### config.mk
export PLATFORM = sky130hd
export DESIGN_NAME = gpps_seq
export DESIGN_NICKNAME = d
export VERILOG_FILES = /design/src/core/gpps_pkg.sv /design/src/core/gpps_chan_mem.sv /design/src/core/gpps_seq.sv /design/src/core/gpps_trim_scale.sv
export SDC_FILE = /design/constraint.sdc
export NUM_CORES = 2
export LEC_CHECK = 0
export BUFFER_PORTS_ARGS = -buffer_cell sky130_fd_sc_hd__buf_4
export CORE_MARGIN = 2
export CORE_UTILIZATION = 60
export DETAILED_ROUTE_END_ITERATION = 8
export MAX_ROUTING_LAYER = met4
export PLACE_DENSITY = 0.82
export SLEW_MARGIN = 20
export SYNTH_ARGS = -nofsm -noshare
export SYNTH_HDL_FRONTEND = slang
export SYNTH_SLANG_ARGS = --single-unit
### constraint.sdc
create_clock -name clock_i -period 4.9 [get_ports clock_i]
set_clock_uncertainty 0.1 [all_clocks]
set_input_delay 0.98 -clock clock_i [delete_from_list [all_inputs] [get_ports clock_i]]
set_output_delay 0.98 -clock clock_i [all_outputs]
set_load 0.01 [all_outputs]
### src/core/gpps_pkg.sv
// shared constants for the grayscale pwm and precharge sequencer
package gpps_pkg;
  // channel geometry
  localparam int unsigned CHAN_N = 32;
  localparam int unsigned DUTY_W = 12;
  localparam int unsigned TRIM_W = 6;
  localparam int unsigned LEVEL_W = 8;   // levels run up to 189
  localparam int unsigned CIDX_W = 5;
  localparam int unsigned ADDR_W = 12;
  // dimming period split, in dimming-clock cycles
  localparam int unsigned PERIOD_CYCLES = 4096;
  localparam logic [11:0] TRACK_CYCLES = 12'hE00;   // 3584 low cycles
  localparam int unsigned CHARGE_CYCLES = 512;
  // trim scaling: level = TRIM_BASE + 2 * code, in units of nominal/126
  localparam logic [7:0] TRIM_BASE = 8'h3F;
  // register byte offsets
  localparam logic [11:0] CTRL_OFS = 12'h000;
  localparam logic [11:0] STATUS_OFS = 12'h004;
  localparam logic [11:0] SINK_OFS = 12'h008;
  localparam logic [11:0] FAULT_OFS = 12'h00C;
  localparam logic [4:0] CHAN_PAGE = 5'h02;         // window 0x100..0x17C
  // control field positions and reset values
  localparam int unsigned CTRL_EN_BIT = 0;
  localparam int unsigned CTRL_FS_BIT = 1;
  localparam logic CTRL_EN_RST = 1'b0;
  localparam logic CTRL_FS_RST = 1'b0;
  localparam logic [11:0] DUTY_RST = 12'h000;
  localparam logic [5:0] TRIM_RST = 6'h00;
  // status field positions
  localparam int unsigned ST_CHARGE_BIT = 16;
  localparam int unsigned ST_HEAD_BIT = 17;
  localparam int unsigned ST_RUN_BIT = 18;
endpackage

### src/core/gpps_chan_mem.sv
// per-channel duty and trim holding storage with registered read port
`timescale 1ns/1ps
`default_nettype none
module gpps_chan_mem
  import gpps_pkg::*;
#(
  parameter int unsigned DEPTH = gpps_pkg::CHAN_N
) (
  input wire logic clock_i,
  input wire logic arst_n_i,
  input wire logic wr_en_i,
  input wire logic wr_trim_i,
  input wire logic [gpps_pkg::CIDX_W-1:0] wr_addr_i,
  input wire logic [31:0] wr_data_i,
  input wire logic [gpps_pkg::CIDX_W-1:0] rd_addr_i,
  output logic [gpps_pkg::DUTY_W-1:0] rd_duty_o,
  output logic [gpps_pkg::TRIM_W-1:0] rd_trim_o,
  output logic [DEPTH*gpps_pkg::DUTY_W-1:0] duty_flat_o,
  output logic [DEPTH*gpps_pkg::TRIM_W-1:0] trim_flat_o
);
  logic [DUTY_W-1:0] duty [DEPTH];
  logic [TRIM_W-1:0] trim [DEPTH];

  // storage cleared to zero on reset so every channel starts off
  always_ff @(posedge clock_i or negedge arst_n_i) begin
    if (!arst_n_i) begin
      for (int i = 0; i < DEPTH; i++) begin
        duty[i] <= DUTY_RST;
        trim[i] <= TRIM_RST;
      end
    end else if (wr_en_i) begin
      if (wr_trim_i) begin
        trim[wr_addr_i] <= wr_data_i[TRIM_W-1:0];
      end else begin
        duty[wr_addr_i] <= wr_data_i[DUTY_W-1:0];
      end
    end
  end

  // registered read for the bus side
  always_ff @(posedge clock_i or negedge arst_n_i) begin
    if (!arst_n_i) begin
      rd_duty_o <= DUTY_RST;
      rd_trim_o <= TRIM_RST;
    end else begin
      rd_duty_o <= duty[rd_addr_i];
      rd_trim_o <= trim[rd_addr_i];
    end
  end

  // parallel view for the comparators and trim scaler
  for (genvar g = 0; g < DEPTH; g++) begin : g_flat
    assign duty_flat_o[g*DUTY_W +: DUTY_W] = duty[g];
    assign trim_flat_o[g*TRIM_W +: TRIM_W] = trim[g];
  end
endmodule // gpps_chan_mem
`default_nettype wire

### src/core/gpps_seq.sv
// grayscale pwm and precharge sequencer with apb register slave
`timescale 1ns/1ps
`default_nettype none
module gpps_seq
  import gpps_pkg::*;
(
  input wire logic clock_i,
  input wire logic arst_n_i,
  // apb slave
  input wire logic psel_i,
  input wire logic penable_i,
  input wire logic pwrite_i,
  input wire logic [gpps_pkg::ADDR_W-1:0] paddr_i,
  input wire logic [31:0] pwdata_i,
  output logic [31:0] prdata_o,
  output logic pready_o,
  output logic pslverr_o,
  // dimming clock and channel status
  input wire logic dimming_clock_in_i,
  input wire logic [gpps_pkg::CHAN_N-1:0] channel_fault_i,
  // sink control and loop selection
  output logic [gpps_pkg::CHAN_N-1:0] channel_sink_pins_o,
  output logic [gpps_pkg::CHAN_N*gpps_pkg::LEVEL_W-1:0] channel_sink_level_o,
  output logic bus_charge_phase_o,
  output logic headroom_tracking_loop_o
);
  import gpps_pkg::*;

  // control and sequencer state
  logic frame_control_bit_one;
  logic frame_kind_select;
  logic dim_prev;
  logic started;
  logic [DUTY_W-1:0] count;

  // memory connections
  logic [CHAN_N*DUTY_W-1:0] duty_flat;
  logic [CHAN_N*TRIM_W-1:0] trim_flat;
  logic [DUTY_W-1:0] rd_duty;
  logic [TRIM_W-1:0] rd_trim;

  // ---------------- apb decode ----------------
  wire access = psel_i & penable_i;
  wire first_access = access & ~pready_o;
  wire done = access & pready_o;
  wire wr_fire = done & pwrite_i;
  wire word_ok = (paddr_i[1:0] == 2'b00);
  wire hit_ctrl = word_ok & (paddr_i == CTRL_OFS);
  wire hit_status = word_ok & (paddr_i == STATUS_OFS);
  wire hit_sink = word_ok & (paddr_i == SINK_OFS);
  wire hit_fault = word_ok & (paddr_i == FAULT_OFS);
  wire hit_chan = word_ok & (paddr_i[11:7] == CHAN_PAGE);
  wire mapped = hit_ctrl | hit_status | hit_sink | hit_fault | hit_chan;
  wire [CIDX_W-1:0] chan_idx = paddr_i[6:2];

  // control register write; a cleared enable takes effect at this edge
  wire ctrl_wr = wr_fire & hit_ctrl;
  wire next_enable = ctrl_wr ? pwdata_i[CTRL_EN_BIT]
                             : frame_control_bit_one;
  wire next_fs = ctrl_wr ? pwdata_i[CTRL_FS_BIT] : frame_kind_select;

  // channel window write goes to duty or trim by frame select
  wire chan_wr = wr_fire & hit_chan;

  // read data selection
  wire [31:0] ctrl_word = {30'h0, frame_kind_select, frame_control_bit_one};
  wire [31:0] status_word = {13'h0, started, headroom_tracking_loop_o,
                             bus_charge_phase_o, 4'h0, count};
  wire [31:0] chan_word = frame_kind_select ? {26'h0, rd_trim}
                                            : {20'h0, rd_duty};
  wire [31:0] next_rdata = hit_ctrl ? ctrl_word :
                           hit_status ? status_word :
                           hit_sink ? channel_sink_pins_o :
                           hit_fault ? channel_fault_i :
                           hit_chan ? chan_word : 32'h0000_0000;

  // ---------------- dimming sequencer ----------------
  // dimming clock is synchronous; a rising edge is a one-cycle enable
  wire dim_edge = dimming_clock_in_i & ~dim_prev;
  wire [DUTY_W-1:0] cnt_inc = count + 12'h001;
  // a period begins on the first edge after enable or on wrap to zero
  wire period_start = next_enable & dim_edge &
                      (~started | (cnt_inc == 12'h000));
  wire [DUTY_W-1:0] next_count = ~next_enable ? 12'h000 :
                                 dim_edge ? cnt_inc :
                                 count;
  wire next_started = next_enable & (started | dim_edge);

  // per-channel waveforms share one counter, so all rising edges align
  logic [CHAN_N-1:0] next_sink;
  for (genvar g = 0; g < CHAN_N; g++) begin : g_chan
    wire [DUTY_W-1:0] duty_g = duty_flat[g*DUTY_W +: DUTY_W];
    assign next_sink[g] = ~next_enable ? 1'b0 :
                          period_start ? (duty_g != 12'h000) :
                          channel_sink_pins_o[g] &
                          (duty_g != next_count);
  end

  // inactive means off or faulted
  wire all_idle = &(~next_sink | channel_fault_i);
  wire next_charge = (~next_enable | ~next_started) ? 1'b1 :
                     period_start ? 1'b0 :
                     (next_count >= TRACK_CYCLES) ? 1'b1 :
                     all_idle ? 1'b1 :
                     bus_charge_phase_o;
  wire next_headroom = ~next_charge;

  // bus slave registers
  always_ff @(posedge clock_i or negedge arst_n_i) begin
    if (!arst_n_i) begin
      pready_o <= 1'b0;
      pslverr_o <= 1'b0;
      prdata_o <= 32'h0000_0000;
    end else begin
      pready_o <= first_access;
      pslverr_o <= first_access & ~mapped;
      prdata_o <= first_access ? next_rdata : prdata_o;
    end
  end

  // control bits, cleared by reset
  always_ff @(posedge clock_i or negedge arst_n_i) begin
    if (!arst_n_i) begin
      frame_control_bit_one <= CTRL_EN_RST;
      frame_kind_select <= CTRL_FS_RST;
    end else begin
      frame_control_bit_one <= next_enable;
      frame_kind_select <= next_fs;
    end
  end

  // counter, sinks and loop selection
  always_ff @(posedge clock_i or negedge arst_n_i) begin
    if (!arst_n_i) begin
      dim_prev <= 1'b0;
      started <= 1'b0;
      count <= 12'h000;
      channel_sink_pins_o <= 32'h0000_0000;
      bus_charge_phase_o <= 1'b1;
      headroom_tracking_loop_o <= 1'b0;
    end else begin
      dim_prev <= dimming_clock_in_i;   // paused clock holds state
      started <= next_started;
      count <= next_count;
      channel_sink_pins_o <= next_sink;
      bus_charge_phase_o <= next_charge;
      headroom_tracking_loop_o <= next_headroom;
    end
  end

  // holding registers for duty and trim
  gpps_chan_mem #(
    .DEPTH(CHAN_N)
  ) u_mem (
    .clock_i(clock_i),
    .arst_n_i(arst_n_i),
    .wr_en_i(chan_wr),
    .wr_trim_i(frame_kind_select),
    .wr_addr_i(chan_idx),
    .wr_data_i(pwdata_i),
    .rd_addr_i(chan_idx),
    .rd_duty_o(rd_duty),
    .rd_trim_o(rd_trim),
    .duty_flat_o(duty_flat),
    .trim_flat_o(trim_flat)
  );

  // linear current level per channel
  gpps_trim_scale #(
    .CHANS(CHAN_N)
  ) u_scale (
    .clock_i(clock_i),
    .arst_n_i(arst_n_i),
    .trim_flat_i(trim_flat),
    .level_flat_o(channel_sink_level_o)
  );
endmodule // gpps_seq
`default_nettype wire

### src/core/gpps_trim_scale.sv
// converts each trim code into a linear sink current level
`timescale 1ns/1ps
`default_nettype none
module gpps_trim_scale
  import gpps_pkg::*;
#(
  parameter int unsigned CHANS = gpps_pkg::CHAN_N
) (
  input wire logic clock_i,
  input wire logic arst_n_i,
  input wire logic [CHANS*gpps_pkg::TRIM_W-1:0] trim_flat_i,
  output logic [CHANS*gpps_pkg::LEVEL_W-1:0] level_flat_o
);
  // level in nominal/126 units: code 0 gives 0.5x, code 63 gives 1.5x
  function automatic logic [LEVEL_W-1:0] trim_level(
    input logic [TRIM_W-1:0] code
  );
    // doubled code padded to the level width so code 63 cannot wrap
    trim_level = TRIM_BASE + {1'b0, code, 1'b0};
  endfunction

  // one register per channel level
  for (genvar g = 0; g < CHANS; g++) begin : g_lvl
    always_ff @(posedge clock_i or negedge arst_n_i) begin
      if (!arst_n_i) begin
        level_flat_o[g*LEVEL_W +: LEVEL_W] <= TRIM_BASE;
      end else begin
        level_flat_o[g*LEVEL_W +: LEVEL_W] <=
          trim_level(trim_flat_i[g*TRIM_W +: TRIM_W]);
      end
    end
  end
endmodule // gpps_trim_scale
`default_nettype wire

; Yosys cells after proc, flatten, opt, wreduce, memory -nomap -nowiden
; Index checks and enable logic that the tools add are counted.
[op_classes]
addsub = 33
magnitude_cmp = 3
eq_ne = 36
mux = 89
bitwise_logic = 66
reduce_logical = 39
[op_table]
columns = operator, n
row1 = bitwise mux 384 bit, 1
row2 = inequality test 12 bit, 32
row3 = nonzero test 12 bit, 32
row4 = adder 6 x 7 -> 8 bit (first input constant), 32
row5 = bitwise mux 192 bit, 1
row6 = two-way mux 32 bit, 4
row7 = two-way mux 12 bit, 7
row8 = two-way mux 1 bit, 69
row9 = binary-select mux 12 bit (select 5 bit), 1
row10 = demux 12 bit (select 5 bit), 1
row11 = bitwise AND 1 bit, 48
row12 = NOT 32 bit, 1
row13 = OR 32 bit, 1
row14 = AND reduction 32 bit, 1
row15 = binary-select mux 6 bit (select 5 bit), 1
row16 = demux 6 bit (select 5 bit), 1
row17 = == test 12 x 4 -> 1 bit (second input constant), 2
row18 = zero test 12 bit, 2
row19 = two-way mux 6 bit, 3
row20 = adder 12 x 1 -> 12 bit (second input constant), 1
row21 = == test 12 x 3 -> 1 bit (second input constant), 1
row22 = >= comparator 12 bit (second input constant), 1
row23 = NOT 1 bit, 8
row24 = OR 1 bit, 7
row25 = other kinds (7), 8
[totals]
ff_bits = 934
input_bits = 82
output_inout_bits = 324
elab_cells = 375

; Logic depth before layout (Yosys ltp)
[logic_depth]
word_depth = 18
ltp_mapped = 17
ltp_nobuf = 13

; Cells and area by module
; A second synthesis with hierarchy kept.
[hier_totals]
cells_unflattened = 4613
hier_area_um2 = 50143.1
[modules_own_cells]
columns = module, n_inst, cells_each, area_per_inst_um2, seq_area_each_um2
row1 = gpps_chan_mem, 1, 1996, 27098.5, 14864.3
row2 = gpps_seq, 1, 1916, 14082.3, 2103.3
row3 = gpps_trim_scale, 1, 701, 8962.3, 5805.6

; Least setup slack after synthesis
; Ideal clock, no wire load.
[synth_path]
path_type = input to register
from = in dimming_clock_in_i
to = reg headroom_tracking_loop_o
setup_time_ns = 0.142
t_arrival_ns = 3.897
required_ns = 4.658
setup_slack_ns = 0.762
stages = 15
path_buffers = 4
path_cell_list = buf_4 > nand3b_1 > or4_1 > buf_2 > and2_1 > buf_2 > buf_4 > xnor2_1 > a2111oi_0 > nand3_1 > o31ai_1 > o2bb2ai_1 > a22o_1 > a221oi_1 > a32oi_1
[synth_via]
elab_chain_len = 15
word_cells_on_any_way = 146
cone_classes = order compare: 1 / eq/ne: 32 / mux: 70 / bitwise: 42 / reduce/logical: 1
[synth_lines]
columns = item, line_no
row1 = from (decl), gpps_seq.sv:19  ; input wire logic dimming_clock_in_i,
row2 = bitwise AND 1 bit *, gpps_seq.sv:79  ; wire dim_edge = dimming_clock_in_i & ~dim_prev;
row3 = two-way mux 12 bit, gpps_seq.sv:85  ; dim_edge ? cnt_inc :
row4 = two-way mux 12 bit, gpps_seq.sv:84  ; wire [DUTY_W-1:0] next_count = ~next_enable ? 12'h000 :
row5 = inequality test 12 bit, gpps_seq.sv:96  ; (duty_g != next_count);
row6 = bitwise AND 1 bit, gpps_seq.sv:95  ; channel_sink_pins_o[g] &
row7 = two-way mux 1 bit, gpps_seq.sv:94  ; period_start ? (duty_g != 12'h000) :
row8 = two-way mux 1 bit, gpps_seq.sv:93  ; assign next_sink[g] = ~next_enable ? 1'b0 :
row9 = NOT 32 bit, gpps_seq.sv:100  ; wire all_idle = &(~next_sink | channel_fault_i);
row10 = OR 32 bit, gpps_seq.sv:100
row11 = AND reduction 32 bit, gpps_seq.sv:100
row12 = two-way mux 1 bit, gpps_seq.sv:104  ; all_idle ? 1'b1 :
row13 = two-way mux 1 bit, gpps_seq.sv:103  ; (next_count >= TRACK_CYCLES) ? 1'b1 :
row14 = two-way mux 1 bit, gpps_seq.sv:102  ; period_start ? 1'b0 :
row15 = two-way mux 1 bit *, gpps_seq.sv:101  ; wire next_charge = (~next_enable | ~next_started) ? 1'b1 :
row16 = NOT 1 bit *, gpps_seq.sv:106  ; wire next_headroom = ~next_charge;
row17 = via next_headroom, gpps_seq.sv:106
row18 = to (signal assigned), gpps_seq.sv:147  ; headroom_tracking_loop_o <= next_headroom;
row19 = to (decl), gpps_seq.sv:25  ; output logic headroom_tracking_loop_o
; The timed path passes the listed nets; every way through them passes the cells marked *.
; A chain may end at the register's enable or synchronous reset.

; Final worst setup path
[layout_path]
from = reg count[2]
to = reg headroom_tracking_loop_o
[layout_via]
elab_chain_len = 15
word_cells_on_any_way = 143
cone_classes = add/sub: 1 / order compare: 1 / eq/ne: 32 / mux: 70 / bitwise: 37 / reduce/logical: 2
[layout_lines]
columns = item, line_no
row1 = from (decl), gpps_seq.sv:34  ; logic [DUTY_W-1:0] count;
row2 = from (signal assigned), gpps_seq.sv:144  ; count <= next_count;
row3 = adder 12 x 1 -> 12 bit *, gpps_seq.sv:80  ; wire [DUTY_W-1:0] cnt_inc = count + 12'h001;
row4 = two-way mux 12 bit *, gpps_seq.sv:85
row5 = two-way mux 12 bit *, gpps_seq.sv:84
row6 = via next_count[7], gpps_seq.sv:84
row7 = inequality test 12 bit, gpps_seq.sv:96
row8 = bitwise AND 1 bit, gpps_seq.sv:95
row9 = two-way mux 1 bit, gpps_seq.sv:94
row10 = two-way mux 1 bit, gpps_seq.sv:93
row11 = NOT 32 bit, gpps_seq.sv:100
row12 = OR 32 bit, gpps_seq.sv:100
row13 = AND reduction 32 bit, gpps_seq.sv:100
row14 = two-way mux 1 bit, gpps_seq.sv:104
row15 = two-way mux 1 bit *, gpps_seq.sv:103
row16 = two-way mux 1 bit *, gpps_seq.sv:102
row17 = two-way mux 1 bit *, gpps_seq.sv:101
row18 = NOT 1 bit *, gpps_seq.sv:106
row19 = via next_headroom, gpps_seq.sv:106
; Marks and branches as above.

==> impl_metrics.yaml <==
clock_tree:
  cts.sinks: 902
  numCtsBuffers: 92
  cts_root_buf: "clkbuf_16"
  clkTransAtPathRegs_ps: 70
  cts_hold_buffers: 0
  cts_tree: "done"
  clockBufferDepth: 3
  insertion_delay_ps: 700
  cts_htree_levels: 3
  cts_setup_buffers: 0
worst_setup_path:
  cp_max_fo: 9
  critical_path.startpoint: "count[2]"
  crit_buf_inv: 5
  critical_path_depth: 16
  critical_path_class: "reg -> reg"
  start_kind: "flip-flop"
  crit_path_max_incr_delay_ps: 720
  r2r_start: "count[2]"
  arrival_ps: 5350
  crit_family: "simple AND/OR/NAND/NOR gates"
  crit_path_frequent_cell: "buf_4"
  crit_required_ps: 5370
  endpoint_kind: "flip-flop"
  crit_slowest_cell: "dfrtp_1"
  worstRegToRegCells: 16
  crit_chain: "and3_1 > nand4_1 > and2_1 > buf_12 > buf_12 > nor2_2 > a222oi_1 > buf_4 > nor4_1 > a211oi_1 > buf_4 > a221oi_1 > o2111ai_1 > nor4_2 > buf_4 > a32oi_1"
  r2r_slack_ps: 20
die:
  die_h_um: 287
  initial_core_util_pct: 60.8
  io_pins: 406
  core_area_mm2: 0.0791
  fp-row-count: 103
  die_width_um: 287
  die-area_mm2: 0.0824
final_layout:
  fin_nets: 4982
  final_common_cell: "buf_4"
  register_area_mm2: 0.0228
  final_cell_mix: "752 x buf_4, 739 x dfrtp_1, 498 x mux2_2, 274 x nand2_1, 258 x nor2_1"
  final_layout_size_suffix_gt1_share_pct: 36.4
  fillers: 5065
  multi_input_area_mm2: 0.0236
  fin_util_pct: 73.3
  syn_to_final_growth_pct: 20.7
grt:
  grt_first_pass_wirelength_um: 317000
  grt_max_degree: 131
  antenna_found_initial: 20
  overflow: 0
  grt_pass1_vias: 43000
  grt.total_usage_pct: 55.9
job:
  drv_cap: 0
timing:
  hold_ws_ps: 264
  finalHoldViolCount: 0
  fin_crit_ps: 4880
  relSlewSlack_pct: 14.8
  clock.fmax_mhz: 205
  worst_slew_pin_slew_ps: 1280
  finalSetupViolations: 0
  setup_ws_ps: 20.0
  grt_setup_unrepaired: "no"
  tns_ps: 0
  drv_slew: 0
  finalCritPeriodShare_pct: 99.6
power:
  power_mw: 15.9
  switching_share_pct: 24.4
  internal_power_mw: 12.0
  leakagePower_nw: 26.6
  vdd_ir_drop_max_mv: 0.641
  pwr-share-comb_pct: 4.8
  clkPwrFrac_pct: 48.2
  p_per_area_mw_per_mm2: 275
  switching_power_mw: 3.88
  p_seq_share_pct: 47.0
synthesis:
  syn_area_mm2: 0.0481
  synth_seq_cells: 902
  yosys_warnings: 0
  synth-async-reset-ratio_pct: 100
  synth_seq_area_share_pct: 47.4
  yosysUniqueCellTypes: 97
  syn_avg_cell_area_um2: 11.3
  synth_edf_count: 0
  ys.flop_type: "dfrtp_1"
  synthCells: 4262
placement:
  dp_hpwl_um: 160000
  io_buffers: 353
  place_ws_ps: -325
  place_congestion: 1.16
detailed_routing:
  drtAntennaViolNets: 0
  drt-initial-drc-count: 7706
  first_pass_iters: 8
  num_vias: 44300
  drt_wl_total_um: 225000
  wl_per_cell_um: 37.3
  drcViolationCount: 0
  viasPerCell: 7.35
outcome:
  outcome: "finished clean"
hold_path:
  hold_class: "in -> async"
[layer usage]
layer / part of all wire, % / GRT usage (%)
met5: 0 / -
met4: 7.5 / 31.1
met3: 17 / 25.7
met1: 35 / 69.5
met2: 41 / 75.0
[metrics by stage]
stage / instances / instance area (µm²)
5_1_grt: 6016 / 58000
3_5_place_dp: 5823 / 54700
2_1_floorplan: 4293 / 48200
6_report: 6022 / 58000
3_3_place_gp: 5823 / 54700
4_1_cts: 5995 / 57900
[path summary, 6_finish.rpt]
path                                             endpoint
worst max register to register   headroom_tracking_loop_o
worst max-delay path             headroom_tracking_loop_o
max in group asynchronous           u_mem.trim_flat_o[78]
min in group clock_i                          prdata_o[4]
worst min register to register                prdata_o[4]
worst min-delay path            u_scale.level_flat_o[239]
[kinds of logic after synthesis]
kind of cell,count (synthesis),share of synthesized area (%)
xor gates and xnor gates,308,5.91
muxes,669,19.0
adders and majority gates,33,0.859
and+or+nand+nor,1096,11.6
buffers and inverters,465,4.08
DFF,902,47.4
other,1,0.00780
AOI/OAI and AO/OA,788,11.2
[registers in the layout, summed over array words and instances, names as in the netlist, 6 cells and up]
register / flops
u_mem.rd_trim_o: 6
count: 12
channel_sink_pins_o: 32
prdata_o: 32
u_scale.level_flat_o: 224
u_mem.trim_flat_o: 192
u_mem.duty_flat_o: 384
u_mem.rd_duty_o: 12
[cell type report]
type / count / area share (%)
antenna: 27 / 0.116
clock buffer: 126 / 4.45
clock inverter: 46 / 1.16
inverter: 151 / 0.979
multi-input combinational: 2926 / 40.6
sequential: 902 / 39.3
tap: 1050 / 2.26
timing repair buffer: 794 / 11.1
[synthesized netlist by cell type, types with 60 or more instances]
cell type  number  area share (%)
a22oi_1       110             1.7
nand3_1        88            0.92
a21oi_1        94            0.98
mux4_2        144             6.7
xor2_1        112             2.0
clkbuf_1      189             1.5
inv_1         149             1.2
nand2_1       274             2.1
nor3_1        125             1.3
dfstp_2       161             8.8
o21ai_0       193             2.0
dfrtp_1       741              39
nor2_1        260             2.0
nand4_1        60            0.78
xnor2_1       185             3.4
nor4_1         97             1.3
mux2_2        498              12
[power by group through the flow]
stage | clock (mW) | combinational (mW) | sequential (mW)
floorplan | 0 | 0.286 | 7.62
global placement | 0 | 0.717 | 7.62
detailed placement | 0 | 0.727 | 7.62
CTS | 7.64 | 0.733 | 7.49
global route | 7.93 | 0.791 | 7.48
finish | 7.68 | 0.765 | 7.49
[what timing repair did]
action | 4_1_cts | 5_1_grt
hold endpoints to repair | 0 | 0
gates resized for setup | 0 | 4
setup endpoints to repair | 0 | 2
Note: power is estimated with default switching activity, not from simulation.
